--- src/pkg/vetc_pkg.sv ---
// Package with register map, reset values and timing constants.
package vetc_pkg;
    localparam logic [7:0] ADDR_MODE0   = 8'h00;
    localparam logic [7:0] ADDR_MODE1   = 8'h04;
    localparam logic [7:0] ADDR_MODE2   = 8'h08;
    localparam logic [7:0] ADDR_MODE4   = 8'h0C;
    localparam logic [7:0] ADDR_MODE6   = 8'h10;
    localparam logic [7:0] ADDR_MODE7   = 8'h14;
    localparam logic [7:0] ADDR_TIMING0 = 8'h18;
    localparam logic [7:0] ADDR_SCFREQ  = 8'h1C;
    localparam logic [7:0] ADDR_STATUS  = 8'h20;
    localparam logic [7:0] RST_ZERO     = 8'h00;
    localparam logic [7:0] RST_MODE1    = 8'h07;
    localparam logic [7:0] RST_MODE2    = 8'h08;
    localparam logic [31:0] RST_SCFREQ  = 32'h0000_0000;
    localparam logic [31:0] SCFREQ_NTSC = 32'h0000_0001;
    localparam logic [31:0] SCFREQ_PAL  = 32'h0000_0002;
    localparam int M2_PEDESTAL  = 3;
    localparam int M2_STD_OVR   = 5;
    localparam int M2_PIX_EN    = 6;
    localparam int M2_SLEEP     = 7;
    localparam int M4_SC_LO     = 1;
    localparam int M4_SC_HI     = 2;
    localparam int M6_SLEEP_SEL = 0;
    localparam int M7_SYNC_SEL  = 5;
    localparam int T0_BLANK_EN  = 3;
    localparam logic [11:0] NTSC_LINE_CLKS = 12'h6B4;
    localparam logic [11:0] PAL_LINE_CLKS  = 12'h6C0;
    localparam logic [9:0]  NTSC_LINES     = 10'h20D;
    localparam logic [9:0]  PAL_LINES      = 10'h271;
    localparam logic [9:0]  NTSC_HALF      = 10'h107;
    localparam logic [9:0]  PAL_HALF       = 10'h139;
    localparam logic [11:0] HSYNC_CLKS     = 12'h080;
    localparam logic [11:0] HBLANK_CLKS    = 12'h110;
    localparam logic [9:0]  VSYNC_LINES    = 10'h003;
    localparam logic [9:0]  BLANK_LINES    = 10'h014;
    localparam logic [2:0]  NTSC_PH_FIELDS = 3'h3;
    localparam logic [2:0]  PAL_PH_FIELDS  = 3'h7;
    localparam logic [7:0]  BLACK_LUMA     = 8'h10;
    localparam logic [7:0]  BLACK_CHROMA   = 8'h80;
    localparam logic [23:0] CODE_PREAMBLE  = 24'hFF0000;
    localparam logic [1:0]  RESP_OKAY      = 2'h0;
    localparam logic [1:0]  RESP_SLVERR    = 2'h2;

    typedef enum logic [2:0] {
        TM0_SLAVE  = 3'h0,
        TM0_MASTER = 3'h1,
        TM1_SLAVE  = 3'h2,
        TM1_MASTER = 3'h3,
        TM2_SLAVE  = 3'h4,
        TM2_MASTER = 3'h5,
        TM3_SLAVE  = 3'h6,
        TM3_MASTER = 3'h7
    } vetc_tmode_e;

    typedef struct packed {
        logic lineSync;
        logic blank;
        logic field;
    } vetc_sync_s;
endpackage

--- src/vetc_top.sv ---
// Video timing and start-up control with an AXI4-Lite register port.
//
// Summary of operation
// RULE_01: Mode 001 drives embedded H, V, F flags on line, blank, field pins.
// RULE_02: Mode 010: field change while line sync low starts a new frame.
// RULE_03: Modes 1-3 without blank input: blank standard blanked lines internally.
// RULE_04: Mode 011 drives line and field; pixels latch on edge after strobes.
// RULE_05: Mode 100: line and vertical sync falling together start odd field.
// RULE_06: Mode 2: vertical sync falling with line sync high starts even field.
// RULE_07: Mode 101 drives line and vertical sync with same field encoding.
// RULE_08: Mode 11x: field change while line sync high starts a new frame; mode 111 output changes field on the edge where line sync falls.
// RULE_09: Reset clears everything and leaves the pixel bus deselected.
// RULE_10: After reset run the pin-selected standard, preload its subcarrier value.
// RULE_11: Registers reset to 00H, except DAC mode 07H and second mode 08H.
// RULE_12: During reset DACs A-C are off and DACs D-F are on.
// RULE_13: Reset clears pixel enable; timing then follows the standard pin.
// RULE_14: Until pixel enable, send black and keep output strobes suppressed.
// RULE_15: Pixel enable passes pixels, drives strobes, timing follows registers.
// RULE_16: Standard override takes the standard from the first mode register.
// RULE_17: Lock and standard pins high at reset start sleep; select bit hands over.
// RULE_18: Default mode resets subcarrier phase every 4 NTSC or 8 PAL fields.
// RULE_19: Lower subcarrier bit alone: no periodic reset, only on applied pulse.
// RULE_20: An applied phase reset takes effect at the next field boundary.
// RULE_21: Drive composite, line and frame syncs; shared pin chosen by select bit.
// RULE_22: Mode 000 takes all timing from embedded codes; source holds pins high.
// RULE_23: A configuration bit enables the blank input in modes 1 to 3.
//
// Added by the designer: the register offsets and the AXI4-Lite register port.
`timescale 1ns/1ps
`default_nettype none

module vetc_top
    import vetc_pkg::*;
#(
    parameter logic [31:0] SCFREQ_NTSC_VAL = SCFREQ_NTSC,
    parameter logic [31:0] SCFREQ_PAL_VAL  = SCFREQ_PAL
) (
    input  wire logic        ref_clk,
    input  wire logic        reset_n,
    input  wire logic [7:0]  s_axi_awaddr,
    input  wire logic        s_axi_awvalid,
    output logic             s_axi_awready,
    input  wire logic [31:0] s_axi_wdata,
    input  wire logic [3:0]  s_axi_wstrb,
    input  wire logic        s_axi_wvalid,
    output logic             s_axi_wready,
    output logic [1:0]       s_axi_bresp,
    output logic             s_axi_bvalid,
    input  wire logic        s_axi_bready,
    input  wire logic [7:0]  s_axi_araddr,
    input  wire logic        s_axi_arvalid,
    output logic             s_axi_arready,
    output logic [31:0]      s_axi_rdata,
    output logic [1:0]       s_axi_rresp,
    output logic             s_axi_rvalid,
    input  wire logic        s_axi_rready,
    input  wire logic [7:0]  pixelBus,
    input  wire vetc_sync_s  syncIn,
    output vetc_sync_s       syncOut,
    output vetc_sync_s       syncOe,
    input  wire logic        standardSelectPin,
    input  wire logic        subcarrierLockPin,
    output logic [7:0]       pixelData,
    output logic             pixelSelect,
    output logic [5:0]       dacPowerOn,
    output logic             pedestalEnable,
    output logic             sleepMode,
    output logic             standardPal,
    output logic [31:0]      scFreq,
    output logic             scPhaseReset,
    output logic             syncPinOut,
    output logic             frameSyncOut
);

    // ****************************************************************
    // Registers and AXI4-Lite slave
    // ****************************************************************
    logic [7:0]  mode0_r, mode1_r, mode2_r, mode4_r;
    logic [7:0]  mode6_r, mode7_r, timing0_r;
    logic [31:0] scFreq_r;
    logic [7:0]  awAddr_r;
    logic [31:0] wData_r;
    logic [3:0]  wStrb_r;
    logic        awHeld_r, wHeld_r;
    logic        doWrite, wrHit, rdHit;
    logic        strapDone_r, sleepStrap_r, fieldSecond_r;
    logic [2:0]  fieldPhase_r;
    logic [31:0] rdValue;

    assign s_axi_awready = !awHeld_r && !s_axi_bvalid;
    assign s_axi_wready  = !wHeld_r && !s_axi_bvalid;
    assign s_axi_arready = !s_axi_rvalid;
    assign doWrite       = awHeld_r && wHeld_r && !s_axi_bvalid;

    always_ff @(posedge ref_clk or negedge reset_n) begin
        if (!reset_n) begin
            awHeld_r <= 1'b0;
            wHeld_r  <= 1'b0;
            awAddr_r <= 8'h00;
            wData_r  <= 32'h0000_0000;
            wStrb_r  <= 4'h0;
        end else begin
            if (s_axi_awvalid && s_axi_awready) begin
                awHeld_r <= 1'b1;
                awAddr_r <= s_axi_awaddr;
            end else if (doWrite) begin
                awHeld_r <= 1'b0;
            end
            if (s_axi_wvalid && s_axi_wready) begin
                wHeld_r <= 1'b1;
                wData_r <= s_axi_wdata;
                wStrb_r <= s_axi_wstrb;
            end else if (doWrite) begin
                wHeld_r <= 1'b0;
            end
        end
    end

    always_comb begin
        case (awAddr_r)
            ADDR_MODE0, ADDR_MODE1, ADDR_MODE2, ADDR_MODE4,
            ADDR_MODE6, ADDR_MODE7, ADDR_TIMING0, ADDR_SCFREQ,
            ADDR_STATUS: wrHit = 1'b1;
            default:     wrHit = 1'b0;
        endcase
    end

    always_ff @(posedge ref_clk or negedge reset_n) begin
        if (!reset_n) begin
            s_axi_bvalid <= 1'b0;
            s_axi_bresp  <= RESP_OKAY;
        end else if (doWrite) begin
            s_axi_bvalid <= 1'b1;
            s_axi_bresp  <= wrHit ? RESP_OKAY : RESP_SLVERR;
        end else if (s_axi_bready) begin
            s_axi_bvalid <= 1'b0;
        end
    end

    // Eight-bit registers take byte lane 0; the status word is read-only.
    always_ff @(posedge ref_clk or negedge reset_n) begin
        if (!reset_n) begin
            mode0_r   <= RST_ZERO; // RULE_11
            mode1_r   <= RST_MODE1; // RULE_12
            mode2_r   <= RST_MODE2; // RULE_13
            mode4_r   <= RST_ZERO;
            mode6_r   <= RST_ZERO;
            mode7_r   <= RST_ZERO;
            timing0_r <= RST_ZERO;
        end else if (doWrite && wStrb_r[0]) begin
            case (awAddr_r)
                ADDR_MODE0:   mode0_r   <= wData_r[7:0];
                ADDR_MODE1:   mode1_r   <= wData_r[7:0];
                ADDR_MODE2:   mode2_r   <= wData_r[7:0];
                ADDR_MODE4:   mode4_r   <= wData_r[7:0];
                ADDR_MODE6:   mode6_r   <= wData_r[7:0];
                ADDR_MODE7:   mode7_r   <= wData_r[7:0];
                ADDR_TIMING0: timing0_r <= wData_r[7:0];
                default:      mode0_r   <= mode0_r;
            endcase
        end
    end

    // The strap pins are caught on the first edge after reset release.
    always_ff @(posedge ref_clk or negedge reset_n) begin
        if (!reset_n) begin
            strapDone_r  <= 1'b0;
            sleepStrap_r <= 1'b0;
            scFreq_r     <= RST_SCFREQ;
        end else if (!strapDone_r) begin
            strapDone_r  <= 1'b1;
            sleepStrap_r <= subcarrierLockPin && standardSelectPin; // RULE_17
            scFreq_r     <= standardSelectPin ? SCFREQ_PAL_VAL
                                              : SCFREQ_NTSC_VAL; // RULE_10
        end else if (doWrite && awAddr_r == ADDR_SCFREQ) begin
            for (int i = 0; i < 4; i++) begin
                if (wStrb_r[i]) begin
                    scFreq_r[8*i +: 8] <= wData_r[8*i +: 8];
                end
            end
        end
    end

    always_comb begin
        rdHit   = 1'b1;
        rdValue = 32'h0000_0000;
        case (s_axi_araddr)
            ADDR_MODE0:   rdValue[7:0] = mode0_r;
            ADDR_MODE1:   rdValue[7:0] = mode1_r;
            ADDR_MODE2:   rdValue[7:0] = mode2_r;
            ADDR_MODE4:   rdValue[7:0] = mode4_r;
            ADDR_MODE6:   rdValue[7:0] = mode6_r;
            ADDR_MODE7:   rdValue[7:0] = mode7_r;
            ADDR_TIMING0: rdValue[7:0] = timing0_r;
            ADDR_SCFREQ:  rdValue      = scFreq_r;
            ADDR_STATUS:  rdValue[7:0] = {1'b0, pixelSelect, sleepMode,
                                          standardPal, fieldSecond_r,
                                          fieldPhase_r};
            default:      rdHit        = 1'b0;
        endcase
    end

    always_ff @(posedge ref_clk or negedge reset_n) begin
        if (!reset_n) begin
            s_axi_rvalid <= 1'b0;
            s_axi_rdata  <= 32'h0000_0000;
            s_axi_rresp  <= RESP_OKAY;
        end else if (s_axi_arvalid && s_axi_arready) begin
            s_axi_rvalid <= 1'b1;
            s_axi_rdata  <= rdValue;
            s_axi_rresp  <= rdHit ? RESP_OKAY : RESP_SLVERR;
        end else if (s_axi_rready) begin
            s_axi_rvalid <= 1'b0;
        end
    end

    // ****************************************************************
    // Mode decode
    // ****************************************************************
    vetc_tmode_e tmode;
    logic        pixEn, isMaster, blankInEn;
    logic [11:0] lineClks;
    logic [9:0]  frameLines, halfLines;

    assign tmode     = vetc_tmode_e'(timing0_r[2:0]);
    assign pixEn     = mode2_r[M2_PIX_EN];
    assign isMaster  = timing0_r[0];
    assign blankInEn = timing0_r[T0_BLANK_EN] && tmode != TM0_SLAVE; // RULE_23
    // Before pixel enable the pin sets the standard, then the override may.
    assign standardPal = (pixEn && mode2_r[M2_STD_OVR])
                       ? (mode0_r[1:0] != 2'b00)
                       : standardSelectPin; // RULE_13 RULE_16
    assign lineClks   = standardPal ? PAL_LINE_CLKS : NTSC_LINE_CLKS;
    assign frameLines = standardPal ? PAL_LINES : NTSC_LINES;
    assign halfLines  = standardPal ? PAL_HALF : NTSC_HALF;
    assign pedestalEnable = mode2_r[M2_PEDESTAL];
    assign dacPowerOn = mode1_r[5:0]; // RULE_12
    assign sleepMode  = mode6_r[M6_SLEEP_SEL] ? mode2_r[M2_SLEEP]
                                              : sleepStrap_r; // RULE_17
    assign scFreq = scFreq_r;

    // ****************************************************************
    // Slave alignment from pins and embedded codes
    // ****************************************************************
    vetc_sync_s  prevIn_r;
    logic [23:0] byteHist_r;
    logic        codeF_r, codeV_r, codeHit;
    logic        lineFall, vsFall, fieldChg;
    logic        frameAlign, lineAlign;
    logic [9:0]  alignLine;

    assign codeHit  = byteHist_r == CODE_PREAMBLE;
    assign lineFall = prevIn_r.lineSync && !syncIn.lineSync;
    assign vsFall   = prevIn_r.field && !syncIn.field;
    assign fieldChg = prevIn_r.field != syncIn.field;

    always_ff @(posedge ref_clk or negedge reset_n) begin
        if (!reset_n) begin
            prevIn_r   <= '1;
            byteHist_r <= 24'h000000;
            codeF_r    <= 1'b0;
            codeV_r    <= 1'b0;
        end else begin
            prevIn_r   <= syncIn;
            byteHist_r <= {byteHist_r[15:0], pixelBus};
            if (codeHit) begin
                codeF_r <= pixelBus[6];
                codeV_r <= pixelBus[5];
            end
        end
    end

    // Field 1 starts at line 0, field 2 at the half-frame line.
    always_comb begin
        frameAlign = 1'b0;
        lineAlign  = 1'b0;
        alignLine  = syncIn.field ? halfLines : 10'h000;
        case (tmode)
            TM0_SLAVE: begin
                lineAlign  = codeHit && pixelBus[4]; // RULE_22
                frameAlign = lineAlign && pixelBus[6] != codeF_r;
                alignLine  = pixelBus[6] ? halfLines : 10'h000;
            end
            TM1_SLAVE: begin
                lineAlign  = lineFall;
                frameAlign = fieldChg && !syncIn.lineSync; // RULE_02
            end
            TM2_SLAVE: begin
                lineAlign  = lineFall;
                frameAlign = vsFall; // RULE_05 RULE_06
                alignLine  = lineFall ? 10'h000 : halfLines;
            end
            TM3_SLAVE: begin
                lineAlign  = lineFall;
                frameAlign = fieldChg && syncIn.lineSync; // RULE_08
            end
            default: ;
        endcase
        if (!pixEn) begin
            lineAlign  = 1'b0; // RULE_13
            frameAlign = 1'b0;
        end
    end

    // ****************************************************************
    // Line and frame counters
    // ****************************************************************
    logic [11:0] pixCnt_r;
    logic [9:0]  lineCnt_r, lineInField;
    logic        fieldSecond, hsyncAct, hblankAct, vsyncAct, vblankAct;
    logic        blankAct, evenVsync, fieldStart;

    always_ff @(posedge ref_clk or negedge reset_n) begin
        if (!reset_n) begin
            pixCnt_r  <= 12'h000;
            lineCnt_r <= 10'h000;
        end else if (frameAlign) begin
            pixCnt_r  <= 12'h000;
            lineCnt_r <= alignLine;
        end else if (lineAlign || pixCnt_r >= lineClks - 12'h001) begin
            pixCnt_r  <= 12'h000;
            lineCnt_r <= (lineCnt_r >= frameLines - 10'h001)
                       ? 10'h000 : lineCnt_r + 10'h001;
        end else begin
            pixCnt_r <= pixCnt_r + 12'h001;
        end
    end

    assign fieldSecond = lineCnt_r >= halfLines;
    assign lineInField = fieldSecond ? lineCnt_r - halfLines : lineCnt_r;
    assign hsyncAct    = pixCnt_r < HSYNC_CLKS;
    assign hblankAct   = pixCnt_r < HBLANK_CLKS;
    assign vsyncAct    = lineInField < VSYNC_LINES;
    assign vblankAct   = lineInField < BLANK_LINES;
    // The even field's vertical sync starts once line sync is back high.
    assign evenVsync   = vsyncAct && !(lineInField == 10'h000 && hsyncAct);
    assign fieldStart  = fieldSecond != fieldSecond_r;

    always_comb begin
        if (tmode == TM0_SLAVE && pixEn) begin
            blankAct = codeV_r || hblankAct;
        end else if (blankInEn && !isMaster && pixEn) begin
            blankAct = !syncIn.blank;
        end else begin
            blankAct = hblankAct || vblankAct; // RULE_03
        end
    end

    // ****************************************************************
    // Pixel path
    // ****************************************************************
    always_ff @(posedge ref_clk or negedge reset_n) begin
        if (!reset_n) begin
            pixelSelect <= 1'b0; // RULE_09
            pixelData   <= BLACK_LUMA;
        end else begin
            pixelSelect <= pixEn; // RULE_15
            if (!pixEn || blankAct) begin
                pixelData <= pixCnt_r[0] ? BLACK_LUMA
                                         : BLACK_CHROMA; // RULE_14
            end else begin
                pixelData <= pixelBus; // RULE_04
            end
        end
    end

    // ****************************************************************
    // Timing strobe pins and sync outputs
    // ****************************************************************
    always_ff @(posedge ref_clk or negedge reset_n) begin
        if (!reset_n) begin
            syncOut      <= '1;
            syncOe       <= '0;
            syncPinOut   <= 1'b1;
            frameSyncOut <= 1'b1;
        end else begin
            syncOe <= (isMaster && pixEn) ? '1 : '0; // RULE_14 RULE_15
            case (tmode)
                TM0_MASTER: begin
                    syncOut.lineSync <= hblankAct; // RULE_01
                    syncOut.blank    <= vblankAct;
                    syncOut.field    <= fieldSecond;
                end
                TM2_MASTER: begin
                    syncOut.lineSync <= !hsyncAct; // RULE_07
                    syncOut.blank    <= !blankAct;
                    syncOut.field    <= fieldSecond ? !evenVsync
                                                    : !vsyncAct;
                end
                default: begin
                    syncOut.lineSync <= !hsyncAct; // RULE_04
                    syncOut.blank    <= !blankAct;
                    syncOut.field    <= fieldSecond;
                end
            endcase
            frameSyncOut <= !(pixEn && vsyncAct); // RULE_21
            syncPinOut   <= !pixEn || (mode7_r[M7_SYNC_SEL]
                          ? !(hsyncAct ^ vsyncAct) : !hsyncAct);
        end
    end

    // ****************************************************************
    // Subcarrier phase reset
    // ****************************************************************
    logic [1:0] scMode;
    logic       lockPrev_r, resetPend_r, lockRise;

    assign scMode   = {mode4_r[M4_SC_HI], mode4_r[M4_SC_LO]};
    assign lockRise = subcarrierLockPin && !lockPrev_r;

    always_ff @(posedge ref_clk or negedge reset_n) begin
        if (!reset_n) begin
            fieldSecond_r <= 1'b0;
            fieldPhase_r  <= 3'h0;
            scPhaseReset  <= 1'b0;
            lockPrev_r    <= 1'b0;
            resetPend_r   <= 1'b0;
        end else begin
            fieldSecond_r <= fieldSecond;
            lockPrev_r    <= subcarrierLockPin;
            scPhaseReset  <= 1'b0;
            // A new pulse wins over the clear at the boundary.
            if (scMode == 2'b01 && lockRise) begin
                resetPend_r <= 1'b1; // RULE_19
            end else if (fieldStart || scMode != 2'b01) begin
                resetPend_r <= 1'b0;
            end
            if (fieldStart) begin
                fieldPhase_r <= fieldPhase_r + 3'h1;
                if (scMode == 2'b00 && fieldPhase_r >=
                    (standardPal ? PAL_PH_FIELDS : NTSC_PH_FIELDS)) begin
                    fieldPhase_r <= 3'h0; // RULE_18
                    scPhaseReset <= 1'b1;
                end else if (resetPend_r) begin
                    fieldPhase_r <= 3'h0; // RULE_20
                    scPhaseReset <= 1'b1;
                end
            end
        end
    end

endmodule

`default_nettype wire

--- config.mk ---
export PLATFORM = sky130hd
export DESIGN_NAME = vetc_top
export DESIGN_NICKNAME = d
export VERILOG_FILES = /design/src/pkg/vetc_pkg.sv /design/src/vetc_top.sv
export SDC_FILE = /design/constraint.sdc
export NUM_CORES = 1
export LEC_CHECK = 0
export ABC_AREA = 1
export BUFFER_PORTS_ARGS = -buffer_cell sky130_fd_sc_hd__buf_2
export CAP_MARGIN = 10
export CELL_PAD_IN_SITES_DETAIL_PLACEMENT = 1
export CELL_PAD_IN_SITES_GLOBAL_PLACEMENT = 1
export CORE_ASPECT_RATIO = 1.75
export CORE_MARGIN = 5
export CORE_UTILIZATION = 35
export DETAILED_ROUTE_END_ITERATION = 8
export PLACE_DENSITY = 0.7
export SYNTH_ARGS = -nofsm -noshare
export SYNTH_HDL_FRONTEND = slang
export SYNTH_SLANG_ARGS = --single-unit
export TNS_END_PERCENT = 50
--- constraint.sdc ---
create_clock -name ref_clk -period 3.6 [get_ports ref_clk]
set_input_delay 0.18 -clock ref_clk [delete_from_list [all_inputs] [get_ports ref_clk]]
set_output_delay 0.18 -clock ref_clk [all_outputs]
set_load 0.05 [all_outputs]
==> flow_summary.toml <==
[status]
outcome = "completed"

[die]
initial_core_util = 0.354
core_area_um2 = 30700
num_rows = 85
io_pins = 172
dieHeight_um = 243
die_w_um = 143
die_area_um2 = 34900

[timing]
slew_headroom = 0.324
tightest_slew_ns = 1.01
hold_slack_ns = 0.146
worst_clock_skew_ns = 0.00950
hold_viol_final = 0
fin_ws_ns = 0.648
fmax_ghz = 0.339
tns_ns = 0
slew_viol_final = 0
layout_worst_path_cycle_share = 0.820
post-route-min-period_ns = 2.95
final-setup-viol-count = 0
rsz0062_at_grt = "no"

[clock_network]
cts_hold_buffers = 58
path_clk_slew_ns = 0.06
clk_latency_ns = 0.53
cts_root_buf = "clkbuf_16"
cts_tree = "built"
post_cts_buffers = 0
cts_sinks = 244
htree_levels = 1
cts_resized = 0
numCtsBuffers = 24
cts_buffer_depth = 3

[power_and_ir_drop]
p_leak_uw = 0.00658
ir_drop_v = 0.000602
power_density_nw_per_um2 = 700

[flow_run]
cap_violations = 0

[logic_synthesis]
postSynthCellCount = 1152
ys.warnings.count = 0
ys_types = 58
ys_seq_area_frac = 0.562
ys_ff_latch = 244
ys.flop_type = "dfrtp_1"
async_reset_ff_frac = 1.00
syn_area_per_cell_um2 = 9.45
syn-cell-area_um2 = 10900
synth_edf_count = 0

[worst_setup_path]
critPathLaunchType = "register"
reg2reg_slack_ns = 0.65
regToRegStartpoint = "mode0_r[0]$_DFFE_PN0P_"
r2r-end = "pixelData[7]$_DFF_PN0_"
critical_path_class = "reg2reg"
end_kind = "register"
cp.arrival_ns = 3.42
reg2reg_depth = 26
cp.required_ns = 4.07
path_max_fanout = 9

[drt]
ant_nets = 0
drtIter0Drc = 390
vias = 9021
wl_per_cell_um = 18.8
first_pass_iters = 4
wl_mm = 33.6
via_per_inst = 5.05
drc = 0

[worst_hold_path]
whs_path_depth = 7
holdPathEnd = "pixelData[4]$_DFF_PN1_"
holdCritStartpoint = "syncIn[1]"
hp-class = "in2reg"

[global_routing]
grt_pass1_wl_mm = 53.5
grt_start_max_net_pins = 129
grt_util_all_layers = 0.193
grt_antenna_before_repair = 0
gr-total-overflow = 0
grt_pass1_vias = 9902

[cells_and_area]
diodes = 0
nFillCells = 3544
area_delta_synth_final_pct = 24.9
finalCoreUtilization = 0.442
sequential_cell_area_um2 = 6120
drive_gt1_frac = 0.231
multiInputGateArea_um2 = 4030
nets = 1459

[placed_design]
gp_congestion = 0.874
place_hpwl_mm = 24.6
port_buffers = 169
pre_cts_ws_ns = 0.612
## layout by cell type, fill, tap and decap left out, drive strengths merged, types with 3 or more instances in the layout
cell type | synthesis | layout
clkbuf | 32 | 29
a41oi | 3 | 3
nor2 | 106 | 106
o31ai | 23 | 23
nand2 | 220 | 220
nor3 | 18 | 18
clkinv | 1 | 10
a221oi | 11 | 11
a31oi | 11 | 11
a32o | 4 | 4
dfstp | 12 | 12
bufinv | 0 | 4
inv | 137 | 137
xor2 | 4 | 4
a21oi | 34 | 34
nand3b | 5 | 5
dfrtp | 232 | 232
o211ai | 3 | 3
nand3 | 73 | 73
buf | 13 | 186
o21ai | 109 | 109
nand4 | 13 | 13
mux2 | 31 | 31
nor4 | 4 | 4
dlygate4sd3 | 0 | 58
ha | 8 | 8
o22ai | 15 | 15
conb | 2 | 4
a22oi | 5 | 5
a21o | 8 | 8
## worst max-delay path by stage
stage / start / endpoint / cells past startpoint
after floorplan: mode2_r[6]$_DFFE_PN0P_ / pixelData[7]$_DFF_PN0_ / 25
after global placement: mode0_r[0]$_DFFE_PN0P_ / pixelData[7]$_DFF_PN0_ / 26
after detailed placement: mode0_r[0]$_DFFE_PN0P_ / pixelData[7]$_DFF_PN0_ / 26
final: mode0_r[0]$_DFFE_PN0P_ / pixelData[7]$_DFF_PN0_ / 26
after CTS: mode0_r[0]$_DFFE_PN0P_ / pixelData[7]$_DFF_PN0_ / 26
after global routing: mode0_r[0]$_DFFE_PN0P_ / pixelData[7]$_DFF_PN0_ / 26
## state kept, by name, summed over array words and instances (netlist names), 2 cells and up
register	count
mode0_r	8
pixCnt_r	12
wStrb_r	4
fieldPhase_r	3
mode2_r	8
mode7_r	8
byteHist_r	24
pixelData	8
mode4_r	8
timing0_r	8
scFreq	32
lineCnt_r	10
syncOut	3
s_axi_rdata	32
wData_r	32
mode6_r	8
mode1_r	8
awAddr_r	8
prevIn_r	2
## worst max-delay path: stages, from the launching register on
cell and delay, ns:
dfrtp_1 0.40, nor2_1 0.30, nand2_8 0.10, nand2_4 0.16, nand2_2 0.09, nand2_1 0.06, inv_1 0.04, ha_1 0.17
inv_1 0.08, nand2_2 0.08, nand2_1 0.08, nand2_1 0.11, nand3_2 0.10, nand2_1 0.05, nand3_1 0.06, nand2_1 0.05
inv_1 0.05, nand3_1 0.11, nor2_4 0.17, nand2_2 0.09, nand2_1 0.06, nand2_1 0.04, nand2_1 0.06, nand2_2 0.09
nand2_4 0.16, nand2_2 0.06, nand2_1 0.06
## Yosys cell counts (2+ instances only)
master    count  area share
a41oi_1       3      0.0024
a21oi_1      33       0.015
nor2_1       98       0.034
nand2_4       8      0.0083
o211ai_1      3      0.0021
nand4_1      11      0.0063
nand3b_1      4      0.0028
nor3b_1       2      0.0014
dfstp_2      12       0.029
nand3_1      65       0.030
nand2_1     200       0.069
a32o_1        4      0.0037
nor2_4        2      0.0021
xor2_1        4      0.0032
nand2_8       2      0.0037
inv_2         4      0.0014
nand3_4       3      0.0048
a221oi_1     11      0.0088
mux2_2       31       0.032
a31oi_1      11      0.0063
nand2_2      10      0.0057
o21ai_1       3      0.0014
inv_1       132       0.046
nor2_2        6      0.0034
a21o_1        8      0.0055
dfrtp_1     232        0.53
nand3_2       5      0.0046
nor4_1        4      0.0023
ha_1          8      0.0092
clkbuf_1     32       0.011
o21a_1        2      0.0014
xnor2_1       2      0.0016
o22ai_1      15      0.0086
o31ai_1      23       0.016
o41ai_1       2      0.0016
o21ai_0     105       0.048
conb_1        2     0.00069
nor3_2        2      0.0018
a22oi_1       5      0.0034
buf_4        10      0.0069
nor3_1       16      0.0074
## stage by stage
step                      power (µW)  area [µm²]  cells
after global routing           10100       13600   1788
after CTS                       9630       13600   1788
after floorplan                 5890       10900   1154
final                           9510       13600   1788
after detailed placement        6830       12200   1686
after global placement          6730       12200   1686
## final cells by class
| type | instances | share of cell area |
|---|---|---|
| multi-input combinational | 727 | 0.297 |
| timing repair buffer | 244 | 0.116 |
| clock buffer | 29 | 0.0485 |
| clock inverter | 15 | 0.0144 |
| inverter | 138 | 0.0385 |
| sequential | 244 | 0.450 |
| tap | 391 | 0.0360 |
## per-layer routing
metal	wire, µm	vias to the layer above	GRT usage	share of wire
met5	0	-	0	0
met4	1200	0	0.0698	0.036
met3	1450	60	0.0284	0.043
met2	18800	199	0.375	0.56
met1	12200	4471	0.207	0.36
li1	-	4291	-	-
## power breakdown
part           switching [µW]  leakage, µW  internal, µW
Clock                    1110     0.000421          1600
Combinational            2130      0.00306           975
Sequential                395      0.00311          3300
Total                    3640      0.00658          5880
## kinds of logic after synthesis
logic type | after synthesis | synth area share
AND/OR/NAND/NOR | 444 | 0.193
flip-flops | 244 | 0.562
AO/OA/AOI/OAI | 234 | 0.129
buffers and inverters | 183 | 0.0687
multiplexers | 31 | 0.0321
adder cells (fa/ha/maj) | 8 | 0.00919
XOR/XNOR | 6 | 0.00483
other | 2 | 0.000690
Note: power is estimated with default switching activity, not from simulation.
